===== config.mk =====
export PLATFORM = sky130hd
export DESIGN_NAME = bms_meas
export DESIGN_NICKNAME = d
export VERILOG_FILES = /design/src/bms_pkg.sv /design/src/bms_meas.sv /design/src/bms_timer.sv
export SDC_FILE = /design/constraint.sdc
export NUM_CORES = 1
export LEC_CHECK = 0
export ABC_AREA = 1
export BUFFER_PORTS_ARGS = -buffer_cell sky130_fd_sc_hd__buf_2
export CAP_MARGIN = 20
export CELL_PAD_IN_SITES_DETAIL_PLACEMENT = 0
export CELL_PAD_IN_SITES_GLOBAL_PLACEMENT = 1
export CORE_MARGIN = 1
export CORE_UTILIZATION = 40
export DETAILED_ROUTE_END_ITERATION = 7
export PLACE_DENSITY = 0.84
export SETUP_SLACK_MARGIN = 0.4
export SYNTH_ARGS = -nofsm -noshare
export SYNTH_HDL_FRONTEND = slang
export SYNTH_SLANG_ARGS = --single-unit

===== constraint.sdc =====
create_clock -name clk_sys -period 2.5 [get_ports clk_sys]
set_input_delay 0.125 -clock clk_sys [delete_from_list [all_inputs] [get_ports clk_sys]]
set_output_delay 0.125 -clock clk_sys [all_outputs]
set_load 0.02 [all_outputs]

===== src/bms_pkg.sv =====
package bms_pkg;
   localparam int CLK_MHZ = 200;
   localparam int UPDATE_MS = 250;
   localparam int TEMP_MS = 2000;
   localparam int CYC_PER_MS = CLK_MHZ * 1000;
   localparam int UPDATE_CYCLES = UPDATE_MS * CYC_PER_MS;
   localparam int TEMP_CYCLES = TEMP_MS * CYC_PER_MS;
   localparam int NUM_CELLS = 15;
   localparam int NUM_TEMPS = 3;
   localparam int CELL_W = 14;
   localparam int SUM_W = 16;
   localparam int CC_W = 16;

   localparam logic [7:0] ADDR_STATUS = 8'h00;
   localparam logic [7:0] ADDR_CTRL = 8'h01;
   localparam logic [7:0] ADDR_CELL_BASE = 8'h10;
   localparam logic [7:0] ADDR_TEMP_BASE = 8'h30;
   localparam logic [7:0] ADDR_SUM = 8'h38;
   localparam logic [7:0] ADDR_CC = 8'h3a;

   localparam int STAT_DONE_BIT = 7;
   localparam int CTRL_CONT_BIT = 0;
   localparam int CTRL_SHOT_BIT = 1;
   localparam int CTRL_TSEL_BIT = 2;
   localparam int CTRL_ADC_BIT = 3;
   localparam logic [7:0] CTRL_RESET = 8'h00;

   typedef struct packed {
      logic [7:0] addr;
      logic [7:0] wdata;
      logic wr;
      logic rd;
   } bms_bus_t;
endpackage


===== src/bms_meas.sv =====
`timescale 1ns/1ps
// Overview of operation
// - Sixteen-bit charge integrator, 250 ms period
// - Continuous mode: result each period, flag, pin
// - Single shot does exactly one integration
// - Charge result is two's complement
// - Source select 1 stores thermistor results
// - Source select 0 stores die temperature
// - New source appears at next temperature tick
// - Each of three slots takes the selected source
// - Cell codes summed, quarter kept as 16-bit stack value
// - All cells refreshed every 250 ms
// - Temperature sampled every 2 seconds
// - Stack sum recomputed every 250 ms
// - Byte pairs read from one sample
// - Converter enable set entering normal mode
// - Writing status bit clears flag, releases pin
module bms_meas #(
   parameter int UPDATE_CYCLES = bms_pkg::UPDATE_CYCLES,
   parameter int TEMP_CYCLES = bms_pkg::TEMP_CYCLES
)
(
   input wire logic clk_sys,
   input wire logic nrst,
   input wire logic ce,
   input wire logic enter_normal,
   input wire logic [bms_pkg::NUM_CELLS*bms_pkg::CELL_W-1:0] cell_code,
   input wire logic [bms_pkg::NUM_TEMPS*bms_pkg::CELL_W-1:0] therm_code,
   input wire logic [bms_pkg::NUM_TEMPS*bms_pkg::CELL_W-1:0] die_code,
   input wire logic signed [bms_pkg::CC_W-1:0] sense_sample,
   input wire logic sense_valid,
   input wire bms_pkg::bms_bus_t bus,
   output logic [7:0] rdata,
   output logic adc_enable,
   output logic host_alert
);
   logic [7:0] ctrl;
   logic done_flag;
   logic [bms_pkg::CELL_W-1:0] cell_reg [bms_pkg::NUM_CELLS];
   logic [bms_pkg::CELL_W-1:0] temp_reg [bms_pkg::NUM_TEMPS];
   logic [bms_pkg::SUM_W-1:0] stack_sum_value;
   logic signed [bms_pkg::CC_W-1:0] acc;
   logic signed [bms_pkg::CC_W-1:0] cc_result;
   logic [7:0] low_shadow;
   logic [7:0] next_rdata;
   wire [bms_pkg::SUM_W+1:0] cell_term [bms_pkg::NUM_CELLS];
   // Two spare bits hold the full sum of all cells before scaling
   logic [bms_pkg::SUM_W+1:0] cell_total;
   wire [bms_pkg::SUM_W-1:0] next_sum = cell_total[bms_pkg::SUM_W+1:2];
   wire [bms_pkg::NUM_CELLS-1:0] cell_hit;
   wire [bms_pkg::NUM_TEMPS-1:0] temp_hit;
   logic [15:0] cell_word;
   logic [15:0] temp_word;
   wire [7:0] off = bus.addr;

   logic continuous_count_enable;
   logic single_count_trigger;
   logic temp_source_select_alt;
   wire cc_run = continuous_count_enable || single_count_trigger;
   wire cell_tick;
   wire temp_tick;
   wire cc_tick;

   bms_timer #(.PERIOD(UPDATE_CYCLES)) u_cell_timer (
      .clk_sys(clk_sys),
      .nrst(nrst),
      .ce(ce),
      .run(adc_enable),
      .tick(cell_tick)
   );
   bms_timer #(.PERIOD(TEMP_CYCLES)) u_temp_timer (
      .clk_sys(clk_sys),
      .nrst(nrst),
      .ce(ce),
      .run(adc_enable),
      .tick(temp_tick)
   );
   bms_timer #(.PERIOD(UPDATE_CYCLES)) u_cc_timer (
      .clk_sys(clk_sys),
      .nrst(nrst),
      .ce(ce),
      .run(cc_run),
      .tick(cc_tick)
   );

   // Scaled once after the sum, so low bits of each cell are not lost
   always_comb
   begin
      cell_total = '0;
      for (int i = 0; i < bms_pkg::NUM_CELLS; i++)
         cell_total = cell_total + cell_term[i];
   end

   genvar g;
   generate
      for (g = 0; g < bms_pkg::NUM_CELLS; g++)
      begin : g_cell
         localparam logic [7:0] CELL_ADDR = 8'(bms_pkg::ADDR_CELL_BASE + 2 * g);
         assign cell_hit[g] = off[7:1] == CELL_ADDR[7:1];
         assign cell_term[g] = (bms_pkg::SUM_W+2)'(cell_code[g*bms_pkg::CELL_W +: bms_pkg::CELL_W]);
         always_ff @(posedge clk_sys or negedge nrst)
         begin
            if (!nrst)
               cell_reg[g] <= '0;
            else if (ce && cell_tick)
               cell_reg[g] <= cell_code[g*bms_pkg::CELL_W +: bms_pkg::CELL_W];
         end
      end
      for (g = 0; g < bms_pkg::NUM_TEMPS; g++)
      begin : g_temp
         localparam logic [7:0] TEMP_ADDR = 8'(bms_pkg::ADDR_TEMP_BASE + 2 * g);
         assign temp_hit[g] = off[7:1] == TEMP_ADDR[7:1];
         // Source change only shows at next interval, hence up to 2 s lag
         wire [bms_pkg::CELL_W-1:0] src = temp_source_select_alt ?
            therm_code[g*bms_pkg::CELL_W +: bms_pkg::CELL_W] :
            die_code[g*bms_pkg::CELL_W +: bms_pkg::CELL_W];
         always_ff @(posedge clk_sys or negedge nrst)
         begin
            if (!nrst)
               temp_reg[g] <= '0;
            else if (ce && temp_tick)
               temp_reg[g] <= src;
         end
      end
   endgenerate

   always_ff @(posedge clk_sys or negedge nrst)
   begin
      if (!nrst)
         stack_sum_value <= '0;
      else if (ce && cell_tick)
         stack_sum_value <= next_sum;
   end

   // Charge integrator, wraps in 16 bits like the counter it models
   wire signed [bms_pkg::CC_W-1:0] cc_add = sense_valid ? sense_sample : '0;
   wire signed [bms_pkg::CC_W-1:0] cc_sum = acc + cc_add;

   always_ff @(posedge clk_sys or negedge nrst)
   begin
      if (!nrst)
         acc <= '0;
      else if (ce)
      begin
         if (!cc_run || cc_tick)
            acc <= '0;
         else
            acc <= cc_sum;
      end
   end

   // Last sample of the period lands in the result, none is lost
   always_ff @(posedge clk_sys or negedge nrst)
   begin
      if (!nrst)
         cc_result <= '0;
      else if (ce && cc_tick)
         cc_result <= cc_sum;
   end

   wire ctrl_wr = bus.wr && bus.addr == bms_pkg::ADDR_CTRL;
   wire stat_wr = bus.wr && bus.addr == bms_pkg::ADDR_STATUS;
   wire shot_done = cc_tick && !continuous_count_enable;
   wire done_clr = stat_wr && bus.wdata[bms_pkg::STAT_DONE_BIT];

   always_ff @(posedge clk_sys or negedge nrst)
   begin
      if (!nrst)
         continuous_count_enable <= bms_pkg::CTRL_RESET[bms_pkg::CTRL_CONT_BIT];
      else if (ce && ctrl_wr)
         continuous_count_enable <= bus.wdata[bms_pkg::CTRL_CONT_BIT];
   end

   // Completion beats a same-cycle write, so a stale request never reruns
   always_ff @(posedge clk_sys or negedge nrst)
   begin
      if (!nrst)
         single_count_trigger <= bms_pkg::CTRL_RESET[bms_pkg::CTRL_SHOT_BIT];
      else if (ce)
      begin
         if (shot_done)
            single_count_trigger <= 1'b0;
         else if (ctrl_wr)
            single_count_trigger <= bus.wdata[bms_pkg::CTRL_SHOT_BIT];
      end
   end

   always_ff @(posedge clk_sys or negedge nrst)
   begin
      if (!nrst)
         temp_source_select_alt <= bms_pkg::CTRL_RESET[bms_pkg::CTRL_TSEL_BIT];
      else if (ce && ctrl_wr)
         temp_source_select_alt <= bus.wdata[bms_pkg::CTRL_TSEL_BIT];
   end

   // Entering normal mode wins over a write that clears the bit
   always_ff @(posedge clk_sys or negedge nrst)
   begin
      if (!nrst)
         adc_enable <= bms_pkg::CTRL_RESET[bms_pkg::CTRL_ADC_BIT];
      else if (ce)
      begin
         if (enter_normal)
            adc_enable <= 1'b1;
         else if (ctrl_wr)
            adc_enable <= bus.wdata[bms_pkg::CTRL_ADC_BIT];
      end
   end

   always_comb
   begin
      ctrl = 8'h00;
      ctrl[bms_pkg::CTRL_CONT_BIT] = continuous_count_enable;
      ctrl[bms_pkg::CTRL_SHOT_BIT] = single_count_trigger;
      ctrl[bms_pkg::CTRL_TSEL_BIT] = temp_source_select_alt;
      ctrl[bms_pkg::CTRL_ADC_BIT] = adc_enable;
   end

   // Set beats the write-one clear in the same cycle
   always_ff @(posedge clk_sys or negedge nrst)
   begin
      if (!nrst)
         done_flag <= 1'b0;
      else if (ce)
      begin
         if (cc_tick)
            done_flag <= 1'b1;
         else if (done_clr)
            done_flag <= 1'b0;
      end
   end
   assign host_alert = done_flag;

   // Reads: even address is high byte and snapshots the low byte
   wire in_cell = |cell_hit;
   wire in_temp = |temp_hit;
   wire is_sum = off[7:1] == bms_pkg::ADDR_SUM[7:1];
   wire is_cc = off[7:1] == bms_pkg::ADDR_CC[7:1];

   // One-hot hits per entry avoid index arithmetic on the address
   always_comb
   begin
      cell_word = 16'h0000;
      for (int i = 0; i < bms_pkg::NUM_CELLS; i++)
         if (cell_hit[i])
            cell_word = 16'(cell_reg[i]);
   end

   always_comb
   begin
      temp_word = 16'h0000;
      for (int i = 0; i < bms_pkg::NUM_TEMPS; i++)
         if (temp_hit[i])
            temp_word = 16'(temp_reg[i]);
   end

   wire [15:0] word =
      in_cell ? cell_word :
      in_temp ? temp_word :
      is_sum ? stack_sum_value :
      is_cc ? cc_result : 16'h0000;
   wire paired = in_cell || in_temp || is_sum || is_cc;

   always_comb
   begin
      next_rdata = 8'h00;
      if (off == bms_pkg::ADDR_STATUS)
         next_rdata = {done_flag, 7'h00};
      else if (off == bms_pkg::ADDR_CTRL)
         next_rdata = ctrl;
      else if (paired)
         next_rdata = off[0] ? low_shadow : word[15:8];
   end

   wire rd_take = ce && bus.rd;
   wire snap_take = rd_take && paired && !off[0];

   always_ff @(posedge clk_sys or negedge nrst)
   begin
      if (!nrst)
         rdata <= 8'h00;
      else if (rd_take)
         rdata <= next_rdata;
   end

   // Low byte frozen at the high-byte read, so a pair never tears
   always_ff @(posedge clk_sys or negedge nrst)
   begin
      if (!nrst)
         low_shadow <= 8'h00;
      else if (snap_take)
         low_shadow <= word[7:0];
   end
endmodule


===== src/bms_timer.sv =====
`timescale 1ns/1ps
module bms_timer #(
   parameter int PERIOD = 1000
)
(
   input wire logic clk_sys,
   input wire logic nrst,
   input wire logic ce,
   input wire logic run,
   output logic tick
);
   logic [31:0] count;
   wire at_end = (count == 32'(PERIOD - 1));
   assign tick = run && at_end;
   always_ff @(posedge clk_sys or negedge nrst)
   begin
      if (!nrst)
         count <= 32'h0;
      else if (ce)
      begin
         if (!run || at_end)
            count <= 32'h0;
         else
            count <= count + 32'h1;
      end
   end
endmodule


Yosys cells after proc, flatten, opt, wreduce, memory -nomap -nowiden
Index checks and enable logic that the tools add are counted.
{"block": "totals", "register_bits": 417, "wordCells": 148}
{"block": "classes", "reduce_logical": 35, "mux": 40, "eq_ne": 24, "n_addsub": 18}
{"op": "$mux 16", "count": 22}
{"op": "$add 18x14->18", "count": 10}
{"op": "$add 32x1->32 const B", "count": 3}
{"op": "$mux 32", "count": 3}
{"op": "$eq 7x5->1 const B", "count": 12}
{"op": "$mux 14", "count": 5}
{"op": "$eq 32x26->1 const B", "count": 2}
{"op": "$eq 7x4->1 const B", "count": 8}
{"op": "$eq 32x29->1 const B", "count": 1}
{"op": "$mux 8", "count": 4}
{"op": "$add 17x14->18", "count": 1}
{"op": "$add 16x14->17", "count": 1}
{"op": "$add 15x14->16", "count": 1}
{"op": "$add 16x16->16", "count": 1}
{"op": "$add 14x14->15", "count": 1}
{"op": "$reduce_or 15->1", "count": 1}
{"op": "$logic_and 1x1->1", "count": 14}
{"op": "$eq 8x1->1 const B", "count": 1}
{"op": "$logic_not 8->1", "count": 1}
{"op": "$logic_or 1x1->1", "count": 8}
{"op": "$mux 1", "count": 6}
{"op": "$reduce_and 2->1", "count": 3}
{"op": "$reduce_bool 2->1", "count": 3}
{"op": "$logic_not 1->1", "count": 4}
{"op": "$reduce_or 3->1", "count": 1}

Longest topological paths before layout
{"block": "logic_depth", "ltp_word": 21, "ltp_mapped": 28, "mapped_depth_nobuf": 28}

Cells and area by module
A second synthesis with hierarchy kept.
{"block": "hier_totals", "cells_unflattened": 3404, "area_unflattened_um2": 26786.9}
{"module": "bms_meas", "area_each_um2": 20574.7, "n_inst": 1, "cells_per_inst": 2492}
{"module": "bms_timer (u_cc_timer ...)", "area_each_um2": 2049.5, "n_inst": 2, "cells_per_inst": 302}
{"module": "bms_timer (u_temp_timer)", "area_each_um2": 2113.3, "n_inst": 1, "cells_per_inst": 308}

Worst setup path before layout
OpenSTA, ideal clock, no wires.
{"block": "synth_timing", "path_type": "input -> register", "from": "input cell_code[170] (netlist bit)", "to": "register stack_sum_value[12] (netlist bit)", "path_slack_ps": -2709, "required_time_ps": 2416, "cell_stages": 24, "arrival_ps": 5125, "path_buffers": 0, "cell_sequence": "inv_1 -> fa_1 -> fa_1 -> inv_1 -> fa_1 -> fa_1 -> inv_1 -> fa_1 -> fa_1 -> inv_1 -> ha_1 -> fa_1 -> nand3_1 -> nand2_1 -> a21oi_1 -> nor2_1 -> nor2_1 -> o21bai_1 -> nand2_1 -> nand2_1 -> a21oi_1 -> o21ai_0 -> xor2_1 -> o21ai_0"}
{"block": "synth_via", "elab_chain_cells": 3}
{"item": "start: declaration", "line": "bms_meas.sv:27", "source": "input wire logic [bms_pkg::NUM_CELLS*bms_pkg::CELL_W-1:0] cell_code,"}
{"item": "$add 18x14->18 (3 in series)", "line": "bms_meas.sv:91", "source": "cell_total = cell_total + cell_term[i];"}
{"item": "end signal: assignment", "line": "bms_meas.sv:132", "source": "stack_sum_value <= next_sum;"}
{"item": "end: declaration", "line": "bms_meas.sv:41", "source": "logic [bms_pkg::SUM_W-1:0] stack_sum_value;"}
Every way passes these cells.
A chain may end at the register's enable or synchronous reset.

Final worst setup path
{"block": "layout_timing", "from": "input cell_code[86] (netlist bit)", "to": "register stack_sum_value[10] (netlist bit)"}
{"block": "layout_via", "elab_chain_cells": 9}
{"item": "$add 18x14->18 (9 in series)", "line": "bms_meas.sv:91"}
Every way passes these cells.

==> parameters.txt <==
Parameter                              Value

Run status
  Result of the run    finished, violations left
  Failing checks    negative setup slack

Timing
  Fin Clk Skew    0.03847 ns
  Minimum period implied by the final worst setup slack    4.771 ns
  Post-layout worst setup margin    -2.271 ns
  Worst rel slew slack    0.6210
  FMAX    0.2096 GHz
  Final cycle utilization of the critical path    1.908
  Hold WS    0.004740 ns
  Final-report hold violation count    0
  Transition time at the pin with the least slew margin    0.5685 ns
  Final Slew Violations    0
  Setup Viol. Count Final    16
  Setup repair after global routing missed its margin    yes

Synth
  Number of enable flip-flop cells after synthesis    0
  Sequential cell area fraction in the yosys report    0.4013
  Syn_area_per_cell    8.229 um2
  #FFs+latches synth    417
  Area of the mapped netlist    0.02600 mm2
  Post-synth ARST share    1.000
  Dominant synthesized flop cell    dfrtp_1
  Cell count after synthesis    3160
  Number of warnings issued by yosys    0
  Synthesized netlist net count    3714
  Post-synth cell types    58

Finish
  # fillers    4943
  Share of layout cells above drive strength 1    0.3402
  Number of flip-flops under the largest register name    210
  Layout Nets    4769
  Area Overhead vs Synth    56.02%
  Finished Core Util    0.6305

Worst setup path
  Count of cells along the worst register-to-register path    14
  Startpoint of the most critical register-to-register path    u_cell_timer.count[1]$_DFFE_PN0P_
  Worst Setup End Kind    flop
  Startpoint Class    input port
  Required time at the worst-slack endpoint    3.01 ns
  Worst reg2reg endpoint    cell_reg[157]$_DFFE_PN0P_
  Crit path max fanout    2
  Classification of the worst setup path    in -> reg
  Worst setup path start    cell_code[86]
  Data arrival time of the critical path    5.28 ns
  Register-to-Register Setup Slack    0.06 ns

Floorplanning
  Initial core utilization    0.4041
  Die Ht    257.0 um
  # rows    93
  Die Outline Area    0.06603 mm2
  Overall die width    257.0 um
  Area inside the core boundary    0.06435 mm2
  Top-Level Pins    343

Hold path
  Worst min path class    in -> reg
  Sink of the worst hold path    cell_reg[204]$_DFFE_PN0P_
  Number of instances on the worst hold path    4
  Hold Crit Start    cell_code[8]

Global route
  Remaining global-route overflow    0
  Busiest layer in global routing    met2
  Met3 layer usage reported by global route    0.04925
  Global routing usage on met1    0.4029
  Pin count of the biggest net entering global routing    70
  Number of antenna violations at the first check in global routing    15
  Vias in the first global route    26144
  Aggregate global-route resource usage    0.2968
  Global-route wire length before repair    150.9 mm
  Global-route met2 utilization    0.4658

Drt
  Number of detailed-route iterations in the first pass    8
  Routed wire per std cell    21.18 um
  Average via count per standard cell    5.350
  Remaining design rule violation count    0
  DR vias    27376
  Final antenna-violating net count    0
  Sum of routed wire length over all layers    108.4 mm
  Drt initial violations    2754

Placed design
  Routability congestion estimate from global placement    0.9181
  Detailed-placement wirelength estimate    66.19 mm
  Number of input and output port buffers inserted    339

Clocking
  Clock insertion delay at the later pin of the skew report    0.62 ns
  CTS Sinks    417
  Clock tree from TritonCTS    done
  Clock Path Buffers    3
  Cell at the root of the clock tree    clkbuf_16
  Number of buffers created by CTS    47
  Total number of H-tree levels    2
  CTS clock-pin slew for the worst setup and hold paths    0.06 ns

Power and ir drop
  Power density of the placed cells    1124 mW/mm2
  Largest vdd supply drop    3.226 mV
  Leakage    20.34 nW

Job
  Max-cap viol count    0
worst max-delay path by stage:
stage	to	cells past startpoint	slack, ns
2_1_floorplan	stack_sum_value[12]$_DFFE_PN0P_	24	-2.43
3_3_place_gp	stack_sum_value[15]$_DFFE_PN0P_	27	-2.78
3_5_place_dp	stack_sum_value[12]$_DFFE_PN0P_	25	-2.84
4_1_cts	stack_sum_value[12]$_DFFE_PN0P_	25	-2.06
5_1_grt	stack_sum_value[10]$_DFFE_PN0P_	25	-2.50
6_report	stack_sum_value[10]$_DFFE_PN0P_	23	-2.27
repair_timing:
item | CTS | global route
hold buffers | 303 | 0
endpoints found under the hold margin | 507 | 0
setup buffers | 121 | 47
gates resized for setup | 326 | 478
pin swaps | 97 | 136
endpoints found under the setup margin | 317 | 392
gates cloned | 27 | 33
routing by layer:
layer  up-vias  wire length, um
met5         -               22
met4         4             6621
met3       445            10420
met2      1549            49510
met1     13289            41820
li1      12089                -
synthesized netlist by cell type (4+ instances only):
cell,count,area [um2]
nor2_4,4,45.04
fa_1,179,3583
nand3_1,82,410.4
xor2_1,25,219.0
nor3_4,7,113.9
nor4_1,14,87.58
buf_2,13,65.06
a211oi_1,6,45.04
o22ai_1,12,75.07
xnor2_1,12,105.1
inv_1,516,1937
buf_1,5,18.77
o41ai_1,14,122.6
nor2_2,17,106.4
ha_1,42,525.5
nand3_2,8,80.08
nand2_1,843,3164
nor2_1,189,709.4
o21ai_1,4,20.02
nand2_2,12,75.07
o21a_1,12,90.09
dfrtp_1,417,10440
nor3_1,43,215.2
nand4_2,5,62.56
nor3_2,6,60.06
o221ai_1,6,52.55
clkbuf_1,85,319.1
or2_2,39,244.0
o21ai_0,263,1316
nand4_1,54,337.8
a21boi_1,5,37.54
a21oi_1,120,600.6
inv_2,22,82.58
o211ai_1,36,270.3
layout make-up:
type | instances | area, um2 | share of cell area
sequential | 417 | 10440 | 0.2574
clock inverter | 18 | 232.7 | 0.005736
timing repair buffer | 1108 | 10060 | 0.2481
inverter | 538 | 2083 | 0.05135
antenna | 11 | 27.53 | 0.0006785
clock buffer | 67 | 1361 | 0.03355
timing repair inverter | 4 | 60.06 | 0.001480
multi-input combinational | 2099 | 15230 | 0.3754
tap | 855 | 1070 | 0.02637
stage by stage:
step / area, um2 / TNS [ns] / setup slack, ns / power (mW) / std cells
floorplan: 26180 / -31.17 / -2.429 / 21.30 / 3160
global placement: 30600 / -39.06 / -2.780 / 30.44 / 4490
detailed placement: 30600 / -39.38 / -2.840 / 30.76 / 4490
CTS: 37870 / -26.58 / -2.064 / 41.95 / 5026
global route: 40560 / -32.04 / -2.501 / 48.47 / 5113
finish: 40570 / -29.71 / -2.271 / 45.58 / 5117
placed cells by master, fill, tap and decap left out, types with 20 or more instances in the layout:
master / n
inv_2: 46
a21oi_1: 97
o211ai_1: 36
nor2_1: 166
buf_12: 30
ha_1: 31
buf_16: 36
buf_4: 316
o21ai_0: 132
nand2_4: 84
nor2_2: 20
dfrtp_1: 411
or2_2: 37
inv_1: 481
nor2_4: 24
nor3_1: 28
buf_6: 64
nand3_1: 69
nand2_2: 116
clkbuf_16: 70
buf_2: 329
nand4_1: 54
dlygate4sd3_1: 302
a21oi_2: 20
o21ai_2: 84
fa_1: 165
nand2_1: 655
xor2_1: 22
o21ai_1: 49
cells by family (layout without fill, tap and decap cells):
group | count (synthesis) | in the layout | synth area share
AOI/OAI and AO/OA | 497 | 497 | 0.1074
muxes | 3 | 3 | 0.001155
other | 0 | 11 | 0
buffers and inverters | 644 | 1735 | 0.09407
adders and majority gates | 221 | 221 | 0.1580
and+or+nand+nor | 1341 | 1341 | 0.2256
xor gates and xnor gates | 37 | 37 | 0.01246
DFF | 417 | 417 | 0.4013
critical path, cell delays in order:
cell      delay, ns
buf_2          0.12
fa_1           0.61
fa_1           0.47
fa_2           0.70
fa_1           0.44
inv_1          0.09
fa_1           0.43
fa_1           0.51
inv_2          0.05
ha_4           0.16
fa_2           0.34
nand3_2        0.07
nand2_2        0.08
a21oi_4        0.15
nor2_2         0.06
nor2_1         0.09
o21bai_1       0.09
nand2_1        0.10
nand2_1        0.08
a21oi_2        0.18
buf_4          0.14
xor2_1         0.12
o21ai_1        0.08
power by group:
group          internal, mW  leakage (nW)  total (mW)  switching, mW
Clock                  4.23         0.786        7.35           3.12
Combinational          15.9          14.2        30.8           14.9
Sequential             7.09          5.37        7.38          0.295
Total                  27.3          20.3        45.6           18.3
No activity file was read; power rests on OpenSTA's default activity.
